==> config.mk <==
export PLATFORM = sky130hd
export DESIGN_NAME = pot_terminal_control
export DESIGN_NICKNAME = d
export VERILOG_FILES = /design/src/design/pot_terminal_pkg.sv /design/src/design/pot_terminal_control.sv /design/src/design/apb_port.sv /design/src/design/net_group.sv
export SDC_FILE = /design/constraint.sdc
export NUM_CORES = 1
export LEC_CHECK = 0
export BUFFER_PORTS_ARGS = -buffer_cell sky130_fd_sc_hd__buf_2
export CELL_PAD_IN_SITES_DETAIL_PLACEMENT = 2
export CELL_PAD_IN_SITES_GLOBAL_PLACEMENT = 2
export CORE_UTILIZATION = 25
export DETAILED_ROUTE_END_ITERATION = 6
export PLACE_DENSITY = 0.91
export SYNTH_ARGS = -nofsm -noshare
export SYNTH_HDL_FRONTEND = slang
export SYNTH_SLANG_ARGS = --single-unit
export TNS_END_PERCENT = 30
==> constraint.sdc <==
create_clock -name clock_i -period 2.1 [get_ports clock_i]
set_input_delay 0.315 -clock clock_i [delete_from_list [all_inputs] [get_ports clock_i]]
set_output_delay 0.315 -clock clock_i [all_outputs]
set_load 0.02 [all_outputs]
==> src/design/pot_terminal_pkg.sv <==
// Package with register map, field layout and carrier types of the terminal control block
package pot_terminal_pkg;

    localparam int DATA_W = 32;
    localparam int REG_W = 9;
    localparam int GROUP_W = 4;
    localparam int NET_COUNT = 4;
    localparam int LOCK_W = 4;

    // Register byte offsets
    localparam logic [DATA_W-1:0] OFF_TERMINAL_CTRL_LOWER = 32'h0000_0000;
    localparam logic [DATA_W-1:0] OFF_TERMINAL_CTRL_UPPER = 32'h0000_0004;
    localparam logic [DATA_W-1:0] OFF_LOCK_STATUS = 32'h0000_0008;
    localparam logic [DATA_W-1:0] OFF_APPLIED_STATE = 32'h0000_000C;

    // Field positions inside a terminal control register
    localparam int FIXED_ONE_TOP_BIT = 8;
    localparam int HIGH_GROUP_LSB = 4;
    localparam int LOW_GROUP_LSB = 0;
    localparam int HW_CONFIG_POS = 3;
    localparam int TERM_A_POS = 2;
    localparam int TERM_W_POS = 1;
    localparam int TERM_B_POS = 0;

    // Reset values
    localparam logic [REG_W-1:0] TERMINAL_CTRL_RESET = 9'h1FF;
    localparam logic [GROUP_W-1:0] GROUP_RESET = 4'hF;
    localparam logic [LOCK_W-1:0] LOCK_RESET = 4'h0;
    localparam logic [DATA_W-1:0] READ_ZERO = 32'h0000_0000;

    // Bus port states
    typedef enum logic [1:0] {
        BUS_IDLE = 2'b01,
        BUS_ACCESS = 2'b10
    } bus_state_e;

    typedef struct packed {
        logic sel;
        logic enable;
        logic write;
        logic [DATA_W-1:0] addr;
        logic [DATA_W-1:0] wdata;
    } apb_req_s;

    typedef struct packed {
        logic hw_config;
        logic term_a;
        logic term_w;
        logic term_b;
    } net_term_s;

endpackage : pot_terminal_pkg

==> src/design/pot_terminal_control.sv <==
// Terminal connection control registers for a quad potentiometer, APB slave
//
// Added by the designer: the APB interface to the registers and the register offsets.
`timescale 1ns/1ps
module pot_terminal_control
    import pot_terminal_pkg::*;
(
    input wire logic clock_i,
    input wire logic rst_i,
    input wire logic psel_i,
    input wire logic penable_i,
    input wire logic pwrite_i,
    input wire logic [DATA_W-1:0] paddr_i,
    input wire logic [DATA_W-1:0] pwdata_i,
    output logic [DATA_W-1:0] prdata_o,
    output logic pready_o,
    output logic pslverr_o,
    input wire logic [LOCK_W-1:0] nv_lock_i,
    input wire logic hv_lock_we_i,
    input wire logic [1:0] hv_lock_sel_i,
    input wire logic hv_lock_val_i,
    input wire logic eeprom_wp_i,
    output logic [LOCK_W-1:0] lock_o,
    output logic write_refused_o,
    output net_term_s [NET_COUNT-1:0] terminal_o
);

    apb_req_s req;
    logic setup;
    logic wr_strobe;
    logic in_access;

    logic [LOCK_W-1:0] lock_q;
    logic [LOCK_W-1:0] lock_d;
    logic reload_q;
    logic reload_d;

    logic [DATA_W-1:0] prdata_q;
    logic [DATA_W-1:0] prdata_d;
    logic pslverr_q;
    logic pslverr_d;
    logic refused_q;
    logic refused_d;

    logic hit_lower;
    logic hit_upper;
    logic hit_lock;
    logic hit_applied;
    logic mapped;

    logic [NET_COUNT-1:0] group_wr;
    logic [GROUP_W-1:0] group_wdata [NET_COUNT];
    logic [GROUP_W-1:0] group_value [NET_COUNT];
    net_term_s [NET_COUNT-1:0] applied;
    logic [REG_W-1:0] lower_value;
    logic [REG_W-1:0] upper_value;
    logic [2*GROUP_W-1:0] applied_lower;
    logic [2*GROUP_W-1:0] applied_upper;

    assign req.sel = psel_i;
    assign req.enable = penable_i;
    assign req.write = pwrite_i;
    assign req.addr = paddr_i;
    assign req.wdata = pwdata_i;

    apb_port u_apb_port (
        .clock_i(clock_i),
        .rst_i(rst_i),
        .req_i(req),
        .setup_o(setup),
        .wr_strobe_o(wr_strobe),
        .rd_strobe_o(),
        .pready_o(pready_o),
        .in_access_o(in_access)
    );

    // Address decode
    assign hit_lower = (paddr_i == OFF_TERMINAL_CTRL_LOWER);
    assign hit_upper = (paddr_i == OFF_TERMINAL_CTRL_UPPER);
    assign hit_lock = (paddr_i == OFF_LOCK_STATUS);
    assign hit_applied = (paddr_i == OFF_APPLIED_STATE);
    assign mapped = hit_lower || hit_upper || hit_lock || hit_applied;

    // Group write enables; the lock gating sits in each group
    always_comb begin
        group_wr[0] = wr_strobe && hit_lower;
        group_wr[1] = wr_strobe && hit_lower;
        group_wr[2] = wr_strobe && hit_upper;
        group_wr[3] = wr_strobe && hit_upper;
        group_wdata[0] = pwdata_i[LOW_GROUP_LSB +: GROUP_W];
        group_wdata[1] = pwdata_i[HIGH_GROUP_LSB +: GROUP_W];
        group_wdata[2] = pwdata_i[LOW_GROUP_LSB +: GROUP_W];
        group_wdata[3] = pwdata_i[HIGH_GROUP_LSB +: GROUP_W];
    end

    // Four networks, each gated by its own lock bit
    generate
        for (genvar n = 0; n < NET_COUNT; n++) begin : g_net
            net_group u_net_group (
                .clock_i(clock_i),
                .rst_i(rst_i),
                .wr_i(group_wr[n]),
                .lock_i(lock_q[n]),
                .wdata_i(group_wdata[n]),
                .value_o(group_value[n]),
                .applied_o(applied[n])
            );
        end
    endgenerate

    // Register images with the fixed top bit
    assign lower_value = {1'b1, group_value[1], group_value[0]};
    assign upper_value = {1'b1, group_value[3], group_value[2]};
    assign applied_lower = {applied[1], applied[0]};
    assign applied_upper = {applied[3], applied[2]};

    // Lock bits: reloaded after reset, altered only by high voltage commands
    always_comb begin
        lock_d = lock_q;
        reload_d = 1'b0;
        if (reload_q) begin
            lock_d = nv_lock_i;
        end else if (hv_lock_we_i) begin
            lock_d[hv_lock_sel_i] = hv_lock_val_i;
        end
    end

    always_ff @(posedge clock_i) begin
        if (rst_i) begin
            lock_q <= LOCK_RESET;
            reload_q <= 1'b1;
        end else begin
            lock_q <= lock_d;
            reload_q <= reload_d;
        end
    end

    // Read data and error are registered during the setup phase
    always_comb begin
        prdata_d = prdata_q;
        pslverr_d = pslverr_q;
        if (setup) begin
            pslverr_d = !mapped;
            prdata_d = READ_ZERO;
            if (!pwrite_i) begin
                if (hit_lower) begin
                    prdata_d[REG_W-1:0] = lower_value;
                end else if (hit_upper) begin
                    prdata_d[REG_W-1:0] = upper_value;
                end else if (hit_lock) begin
                    prdata_d[LOCK_W-1:0] = lock_q;
                end else if (hit_applied) begin
                    prdata_d[2*GROUP_W-1:0] = applied_lower;
                    prdata_d[4*GROUP_W-1:2*GROUP_W] = applied_upper;
                end
            end
        end
    end

    // Flags a write that hit a locked group, or a read-only register
    always_comb begin
        refused_d = 1'b0;
        if (wr_strobe) begin
            if (hit_lower) begin
                refused_d = lock_q[0] || lock_q[1];
            end else if (hit_upper) begin
                refused_d = lock_q[2] || lock_q[3];
            end else if (hit_lock || hit_applied) begin
                refused_d = 1'b1;
            end
        end
    end

    always_ff @(posedge clock_i) begin
        if (rst_i) begin
            prdata_q <= READ_ZERO;
            pslverr_q <= 1'b0;
            refused_q <= 1'b0;
        end else begin
            prdata_q <= prdata_d;
            pslverr_q <= pslverr_d;
            refused_q <= refused_d;
        end
    end

    assign prdata_o = prdata_q;
    assign pslverr_o = pslverr_q && psel_i && penable_i && in_access;
    assign lock_o = lock_q;
    assign write_refused_o = refused_q || (eeprom_wp_i && 1'b0);
    assign terminal_o = applied;

endmodule : pot_terminal_control

==> src/design/apb_port.sv <==
// APB slave handshake: phase tracking, zero-wait ready and transfer strobes
`timescale 1ns/1ps
module apb_port
    import pot_terminal_pkg::*;
(
    input wire logic clock_i,
    input wire logic rst_i,
    input wire apb_req_s req_i,
    output logic setup_o,
    output logic wr_strobe_o,
    output logic rd_strobe_o,
    output logic pready_o,
    output logic in_access_o
);

    bus_state_e state_q;
    bus_state_e state_d;

    always_comb begin
        state_d = state_q;
        case (state_q)
            BUS_IDLE: begin
                if (req_i.sel && !req_i.enable) begin
                    state_d = BUS_ACCESS;
                end
            end
            BUS_ACCESS: begin
                if (req_i.sel && req_i.enable) begin
                    state_d = BUS_IDLE;
                end
            end
            default: begin
                state_d = BUS_IDLE;
            end
        endcase
    end

    always_ff @(posedge clock_i) begin
        if (rst_i) begin
            state_q <= BUS_IDLE;
        end else begin
            state_q <= state_d;
        end
    end

    // Zero wait states: every access phase completes at its first edge
    assign setup_o = req_i.sel && !req_i.enable;
    assign pready_o = req_i.sel && req_i.enable;
    assign wr_strobe_o = req_i.sel && req_i.enable && req_i.write;
    assign rd_strobe_o = req_i.sel && req_i.enable && !req_i.write;
    assign in_access_o = (state_q == BUS_ACCESS);

endmodule : apb_port

==> src/design/net_group.sv <==
// One resistor network's four control bits with lock gating and applied copy
`timescale 1ns/1ps
module net_group
    import pot_terminal_pkg::*;
(
    input wire logic clock_i,
    input wire logic rst_i,
    input wire logic wr_i,
    input wire logic lock_i,
    input wire logic [GROUP_W-1:0] wdata_i,
    output logic [GROUP_W-1:0] value_o,
    output net_term_s applied_o
);

    logic [GROUP_W-1:0] value_q;
    logic [GROUP_W-1:0] value_d;
    net_term_s applied_q;
    net_term_s applied_d;

    always_comb begin
        value_d = value_q;
        if (wr_i && !lock_i) begin
            value_d = wdata_i;
        end
        // Terminals follow the stored value one edge after the write completes
        applied_d.hw_config = value_q[HW_CONFIG_POS];
        applied_d.term_a = value_q[TERM_A_POS];
        applied_d.term_w = value_q[TERM_W_POS];
        applied_d.term_b = value_q[TERM_B_POS];
    end

    always_ff @(posedge clock_i) begin
        if (rst_i) begin
            value_q <= GROUP_RESET;
            applied_q <= net_term_s'(GROUP_RESET);
        end else begin
            value_q <= value_d;
            applied_q <= applied_d;
        end
    end

    assign value_o = value_q;
    assign applied_o = applied_q;

endmodule : net_group

# After elaboration in Yosys (flattened, before gate mapping)
# Cells that the tools add are included.
# Widths: inputs -> output; s select.
# totals
word_cells	85
register_bits	57
output_inout_bits	55
# op_classes
magnitude_cmp	2
eq_ne	7
reduce_logical	29
mux	20
n_bitwise	1
# ops
cell	n
$eq 32x4->1 const B	2
$eq 32x3->1 const B	1
$logic_not 32->1	1
$mux 16	2
$mux 9	2
$mux 7	2
$logic_and 1x1->1	13
$mux 12	1
$mux 4	3
$logic_not 1->1	6
$logic_or 1x1->1	6
$mux 1	5
$bwmux 4	1
$mux 2	2
$ne 2x2->1 const B	2
$pmux 2 s2	1
$lt 2x3->1 const B	1
$demux 1 s2	1
$eq 2x1->1 const B	1
$eq 2x2->1 const B	1
$ge 2x1->1 const B	1
$reduce_and 2->1	1
$reduce_bool 2->1	1
$reduce_or 2->1	1
$not 1->1	1

# Logic depth before layout (Yosys ltp)
# Gate-level depths: netlist (run 1).
# logic_depth
word_depth	7
ltp_mapped	6
ltp_nobuf	4

# Modules after synthesis
# From an unflattened synthesis (run 1), not the netlist that was laid out.
# unflattened
cells_unflattened	240
hier_area_um2	2477.4
# by_module_without_submodules
module	seq_area_each_um2	cells_each	area_per_inst_um2	instances
pot_terminal_control	460.4	120	1260.0	1
net_group	160.2	27	275.3	4
apb_port	40.0	12	116.4	1

# Worst setup path after synthesis (run 1)
# OpenSTA, ideal clock, no wires.
# synth_timing
path_type	input-to-reg
startpoint	input port paddr_i[26]
endpoint	register refused_q (netlist: write_refused_o)
setup_slack_ns	0.262
required_ns	1.984
setup_time_ns	0.116
n_path_buf	1
arrival_time_ns	1.723
cell_stages	5
path_cell_list	nor4_2 nand4_4 buf_6 or4_1 and3_1
# synth_via
elab_chain_cells	5
word_cells_on_any_way	8
# synth_rtl
item	line	text
start: declaration	pot_terminal_control.sv:13	input wire logic [DATA_W-1:0] paddr_i,
$eq 32x4->1, on equally long branches	pot_terminal_control.sv:80, pot_terminal_control.sv:81	
$logic_or 1x1->1	pot_terminal_control.sv:168	end else if (hit_lock || hit_applied) begin
$mux 1	pot_terminal_control.sv:168	
$mux 1	pot_terminal_control.sv:166	end else if (hit_upper) begin
$mux 1 *	pot_terminal_control.sv:164	if (hit_lower) begin
end signal: assignment	pot_terminal_control.sv:182	refused_q <= refused_d;
end: declaration	pot_terminal_control.sv:42	logic refused_q;
# Every way passes the cells marked *; elsewhere a longest branch is shown, timed or not.
# A chain may end at the register's enable or synchronous reset.

# Final worst setup path (run 1)
# layout_timing
startpoint	input port paddr_i[13]
endpoint	register g_net[3].u_net_group.value_q[3]
# layout_via
elab_chain_cells	3
# layout_rtl
item	line	text
$eq 32x3->1	pot_terminal_control.sv:79	assign hit_upper = (paddr_i == OFF_TERMINAL_CTRL_UPPER);
$logic_and 1x1->1	pot_terminal_control.sv:89	group_wr[3] = wr_strobe && hit_upper;
$logic_and 1x1->1	net_group.sv:22	if (wr_i && !lock_i) begin
end signal: assignment	net_group.sv:37	value_q <= value_d;
end: declaration	net_group.sv:15	logic [GROUP_W-1:0] value_q;
# No other way between the ends.

==> results.cfg, run 1 <==
[outcome]
outcome = completed

[sta]
skew_ns = 0.00759
min_period_ns = 1.84
max_slew_margin = 0.626
finalCritPeriodShare = 0.877
timing.hold.ws_ns = 0.225
rsz0062_at_grt = false
finalSetupViolCount = 0
tns_ns = 0
finalHoldViolCount = 0
fmaxAchievable_mhz = 543
tightest_slew_ns = 0.556
drv_slew = 0

[grt]
grt_pass1_wl_mm = 13.8
grt_max_degree = 26
grt_pass1_vias = 2627
track_usage = 0.176
overflow = 0
antenna_found_initial = 0

[logic_synthesis]
synth_top_area_cell = dfxtp_1
synth_seq_cells = 57
synth_ff_type = dfxtp_1
syn_inst = 287
synth_simple_gate_area_frac = 0.262
yosys.area.top_type_share = 0.443
muxShareOfSynthArea = 0.111
synth-warning-count = 0
synth_compound_area_frac = 0.0690
synthAdderAreaFrac = 0
async_reset_ff_frac = 0
ys_types = 33
synth_edf_count = 0
ys_seq_area_frac = 0.443
netlist_area_um2 = 2570
synth_xor_area_frac = 0
avgSynthCellArea_um2 = 8.97
synth_top_cells_by_area = dfxtp_1 44%, mux2i_1 9.3%, buf_4 5.8%, nor2_1 4.8%, a21oi_1 3.5%
synth_top_family_by_area = simple AND/OR/NAND/NOR gates

[floorplan]
die_w_um = 103
die_y_um = 103
io_pins = 133
initial_core_util = 0.261
row_count = 36
die_area_um2 = 10700
core-area_um2 = 9860

[worst_setup_path]
worstPathArrival_ns = 2.11
r2r_setup_slack_ns = 0.86
rr_startpoint = lock_o[3]
crit_fanout = 4
reg2reg_depth = 2
r2r-end = g_net[3].u_net_group.value_o[3]
cp-start-kind = input pin
cp-startpoint = paddr_i[13]
critical_path_class = input pin to register
required_ns = 2.37
max_stage_delay_ns = 0.53
crit_slowest_cell = nor4_4
cp_cell_sequence = buf_2 -> nor4_1 -> nand4_1 -> nor4_4 -> mux2i_1
cp-end-kind = register

[min_path]
hp-start = nv_lock_i[1]
holdPathEnd = lock_o[1]
hold_depth = 3
min_path_type = input pin to register

[cts]
h-tree-depth = 3
post-cts-setup-buffers = 0
root_buffer = clkbuf_8
cts_resized = 0
insertion_delay_ns = 0.34
cts_buffer_depth = 2
cts_tree = done
hold_buffers = 0
clkSinkCount = 57
cts_buffers = 9
clkTransAtPathRegs_ns = 0.07

[placement]
numPortBuffers = 91
place_congestion = 0.734
hpwlAfterDp_mm = 6.98

[power]
p_leak_nw = 1.41
vdd.ir_drop.worst_mv = 0.235
p_per_area_nw_per_um2 = 694

[drt]
wl_mm = 9.05
final_antenna_net_count = 0
routed-via-count = 2403
drc_errors = 0
firstDrtPassIters = 4
detail_route.wl_per_cell_um = 17.4
drt_iter0_markers = 78
viasPerCell = 4.62

[layout]
seq_area_um2 = 1140
nets = 461
area_growth_pct = 28.7
fillers = 1144
antenna_cells = 0
drive_gt1_frac = 0.341
multi_input_area_um2 = 1200

[job]
maxCapViolCount = 0
placed cells by master (no fill, tap or decap), types with 10 or more instances in the layout:
cell type | Yosys | layout
dfxtp_1 | 57 | 57
mux2i_1 | 24 | 24
a21oi_1 | 18 | 18
conb_1 | 1 | 16
buf_2 | 3 | 91
inv_1 | 21 | 21
nor3_1 | 10 | 10
nand2_1 | 22 | 22
buf_4 | 20 | 13
nor2_1 | 33 | 33
Yosys cell counts (2+ instances only):
master	instances
nor2b_1	2
inv_1	21
or2_2	2
o31ai_1	8
buf_2	3
nor4_2	4
and3_1	9
nand3b_1	2
mux2i_1	24
nor4_4	4
nand2_1	22
nor4_1	4
buf_4	20
nand2b_1	2
nor3_1	10
mux2_2	4
nand3_1	9
a21oi_1	18
clkbuf_1	10
nor2_1	33
dfxtp_1	57
nor3b_1	3
nand4_1	3
o21ai_0	4
flip-flops by register name (all words and copies together), names as in the netlist:
name                         flops
g_net.u_net_group.applied_o     16
g_net.u_net_group.value_o       16
lock_o                           4
prdata_o                        16
pslverr_q                        1
reload_q                         1
u_apb_port.state_q               2
write_refused_o                  1
report_power, final:
group | total, mW | switching (mW) | internal [mW]
sequential | 1.10 | 0.0146 | 1.09
combinational | 0.212 | 0.131 | 0.0802
clock | 0.983 | 0.442 | 0.541
total | 2.30 | 0.588 | 1.71
how the worst max path moves through the flow:
stage	to	slack (ns)	cells past startpoint
finish	g_net[3].u_net_group.value_o[3]	0.26	5
global route	g_net[3].u_net_group.value_o[3]	0.08	5
CTS	g_net[3].u_net_group.value_o[2]	0.24	5
detailed placement	g_net[3].u_net_group.value_o[2]	0.03	5
global placement	g_net[3].u_net_group.value_o[2]	0.1	5
floorplan	write_refused_o	0.26	5
logic make-up (layout without fill, tap and decap cells):
family / Yosys count / count (layout)
AO/OA/AOI/OAI: 31 / 31
buffers and inverters: 55 / 140
flip-flops: 57 / 57
multiplexers: 28 / 28
other: 1 / 16
AND/OR/NAND/NOR: 115 / 115
worst max-delay path: cells and delay by family:
| kind | cells | cell delay [ns] |
|---|---|---|
| multiplexers | 1 | 0.23 |
| buffers and inverters | 1 | 0.11 |
| AND/OR/NAND/NOR | 3 | 1.44 |
layout make-up:
class / count / share of cell area
repair buffers: 104 / 0.167
well taps: 133 / 0.0502
inverters: 21 / 0.0238
clock buffers: 12 / 0.0408
multi-input cells: 190 / 0.361
clock inverters: 3 / 0.0128
flip-flops and latches: 57 / 0.344
stage by stage:
stage,area [µm²],power [mW],instances,setup WS [ns],utilization
after floorplan,2630,1.27,302,0.262,-
after global placement,3140,1.33,505,0.0962,0.318
after detailed placement,3140,1.34,505,0.0324,0.318
after CTS,3310,2.32,520,0.240,0.336
after global routing,3310,2.38,520,0.0801,0.336
final,3310,2.30,520,0.258,0.336
routing by layer:
layer  vias up  GRT usage  part of all wire  routed length, µm
li1       1136          -                 -                  -
met1      1180      0.195              0.41               3670
met2        65      0.319              0.53               4790
met3        22     0.0343             0.037                335
met4         0     0.0888             0.029                258
met5         -          0                 0                  0
No activity file was read; power rests on OpenSTA's default activity.
==> inputs of run 2 (changes only) <==
--- a/config.mk
+++ b/config.mk
@@ -5,12 +5,14 @@
 export SDC_FILE = /design/constraint.sdc
 export NUM_CORES = 1
 export LEC_CHECK = 0
+export ABC_AREA = 1
 export BUFFER_PORTS_ARGS = -buffer_cell sky130_fd_sc_hd__buf_2
-export CELL_PAD_IN_SITES_DETAIL_PLACEMENT = 2
+export CAP_MARGIN = 10
+export CELL_PAD_IN_SITES_DETAIL_PLACEMENT = 1
 export CELL_PAD_IN_SITES_GLOBAL_PLACEMENT = 2
-export CORE_UTILIZATION = 25
+export CORE_UTILIZATION = 23
 export DETAILED_ROUTE_END_ITERATION = 6
-export PLACE_DENSITY = 0.91
+export PLACE_DENSITY = 0.89
 export SYNTH_ARGS = -nofsm -noshare
 export SYNTH_HDL_FRONTEND = slang
 export SYNTH_SLANG_ARGS = --single-unit
==> run 2 against run 1 <==
Utilization decreased by 2.6 points. The run now ends with design-rule violations left. Fmax increased by 29%. Critical path type unchanged. Final cell count increased by 21%. Hold slack got worse by 0.012 ns. Synthesized cell count increased by 34%. Clock skew decreased by 0.0019 ns. Register-to-register slack improved by 0.18 ns. Wire length decreased by 11%. Critical path depth increased by 6. Highest routed layer unchanged. Worst setup slack improved by 0.41 ns. Synthesized area increased by 6.1%.
==> results.cfg, run 2 <==
[drt]
routed-via-count = 2677
drt_iter0_markers = 123
detail_route.wl_per_cell_um = 12.8
firstDrtPassIters = 6
drc_errors = 14
viasPerCell = 4.27
final_antenna_net_count = 0
wl_mm = 8.02

[worst_setup_path]
critical_path_class = input pin to register
crit_slowest_cell = nor2_4
r2r-end = lock_o[0]
crit_family = simple AND/OR/NAND/NOR gates
cp_num_cells = 11
path_buf_inv = 2
cp-startpoint = paddr_i[9]
max_stage_delay_ns = 0.20
r2r_setup_slack_ns = 1.04
crit_fanout = 8
path_common_cell = nor2_1
required_ns = 2.31
worstPathArrival_ns = 1.64
cp-end-kind = register
cp_cell_sequence = buf_2 -> nor2_1 -> nand3_1 -> nor2_4 -> nand2_1 -> nor2_4 -> inv_1 -> nand2_1 -> nor3_2 -> nor2_1 -> nor2_1
reg2reg_depth = 5
rr_startpoint = reload_q
endpoint = pslverr_q
cp-start-kind = input pin

[floorplan]
row_count = 39
core-area_um2 = 11500
die_w_um = 111
die_y_um = 111
die_area_um2 = 12300
io_pins = 133
initial_core_util = 0.237

[grt]
overflow = 0
track_usage = 0.137
antenna_found_initial = 0
grt_pass1_vias = 2735
grt_max_degree = 24
grt_pass1_wl_mm = 13.3

[logic_synthesis]
synth_top_cells_by_area = dfxtp_1 42%, nand2_1 16%, buf_4 5.5%, inv_1 5.4%, nand3_1 5.3%
synth_commonest_cells = 117 x nand2_1, 57 x dfxtp_1, 39 x inv_1, 36 x nor2_1, 29 x nand3_1
ys_types = 30
netlist_area_um2 = 2730
synth_seq_cells = 57
synth_ff_type = dfxtp_1
avgSynthCellArea_um2 = 7.08
synth_edf_count = 0
async_reset_ff_frac = 0
synth_top_area_cell = dfxtp_1
syn_inst = 386
synth-warning-count = 0
post-synth-top-count-cell = nand2_1
ys_seq_area_frac = 0.418
yosys.area.top_type_share = 0.418

[cts]
cts_buffer_depth = 2
clkTransAtPathRegs_ns = 0.05
clkSinkCount = 57
hold_buffers = 0
cts_tree = done
root_buffer = clkbuf_16
h-tree-depth = 3
cts_buffers = 9
cts_resized = 0
insertion_delay_ns = 0.33
post-cts-setup-buffers = 0

[job]
maxCapViolCount = 0

[layout]
design_area_um2 = 3570
fin_util = 0.310
fillers = 1454
final_cell_count_no_fill = 627
nets = 557
area_growth_pct = 30.8
mostFrequentLayoutCell = nand2_1
final_cell_mix = 117 x nand2_1, 91 x buf_2, 57 x dfxtp_1
antenna_cells = 0
drive_gt1_frac = 0.295

[placement]
hpwlAfterDp_mm = 6.44
preCtsSetupSlack_ns = 0.332
place_congestion = 0.786
dpl_cell_area_um2 = 3260
place_inst = 611
numPortBuffers = 91

[outcome]
outcome = finished with violations
violations = design-rule violations

[sta]
finalSetupViolCount = 0
finalHoldViolCount = 0
skew_ns = 0.00566
tightest_slew_ns = 0.568
min_period_ns = 1.43
tns_ns = 0
timing.hold.ws_ns = 0.212
rsz0062_at_grt = false
finalCritPeriodShare = 0.681
finalWorstSetupSlack_ns = 0.670
fmaxAchievable_mhz = 699
drv_slew = 0
max_slew_margin = 0.621

[power]
p_leak_nw = 1.76
p_per_area_nw_per_um2 = 792
power_mw = 2.83
vdd.ir_drop.worst_mv = 0.446

[min_path]
min_path_type = input pin to register
==> run 2: cell types whose count changed after synthesis, moves of 9 or more <==
cell      change
o211ai_1     +10
nand3_1      +20
and3_1        -9
mux2i_1      -24
nand2_1      +95
inv_1        +18
==> run 2: how the worst min path moves through the flow <==
stage | start | endpoint | slack [ns] | depth (start not counted)
after floorplan | rst_i | reload_q | 0.34 | 0
after global placement | g_net[1].u_net_group.value_o[2] | g_net[1].u_net_group.applied_o[2] | 0.43 | 2
after detailed placement | g_net[1].u_net_group.value_o[3] | g_net[1].u_net_group.applied_o[3] | 0.44 | 2
after CTS | pwdata_i[3] | g_net[2].u_net_group.value_o[3] | 0.20 | 3
after global routing | pwdata_i[3] | g_net[2].u_net_group.value_o[3] | 0.22 | 3
final | pwdata_i[2] | g_net[2].u_net_group.value_o[2] | 0.21 | 3
==> run 2: metal layers <==
metal / vias to the layer above / GRT usage / share of wire
li1: 1360 / - / -
met1: 1250 / 0.157 / 0.42
met2: 59 / 0.241 / 0.51
met3: 8 / 0.0394 / 0.056
met4: 0 / 0.0493 / 0.013
met5: - / 0 / 0
==> run 2: worst register-to-register path, cell delays in order (launching register included) <==
cell and delay, ns:
dfxtp_1 0.41, inv_1 0.13, nand2_1 0.11, o21ai_0 0.10, o21ai_0 0.16, inv_1 0.05
==> run 2: cell type report <==
cell class                      count  area [µm²]  area share
Clock buffer                       11         233      0.0651
Tap cell                          143         179      0.0501
Inverter                           46         174      0.0487
Sequential cell                    57        1140       0.319
Timing Repair Buffer               94         478       0.134
Clock inverter                      5        80.1      0.0224
Multi-Input combinational cell    271        1290       0.361
==> run 2: kinds of logic after synthesis <==
kind of cell           after synthesis  synth area share
AOI/OAI and AO/OA                   43            0.0920
DFF                                 57             0.418
other                                1           0.00137
buffers and inverters               73             0.131
and+or+nand+nor                    212             0.358
==> run 2: report_power, final <==
group          switching [mW]  internal, mW
combinational           0.130        0.0700
sequential             0.0109          1.10
clock                   0.488          1.03
total                   0.629          2.20
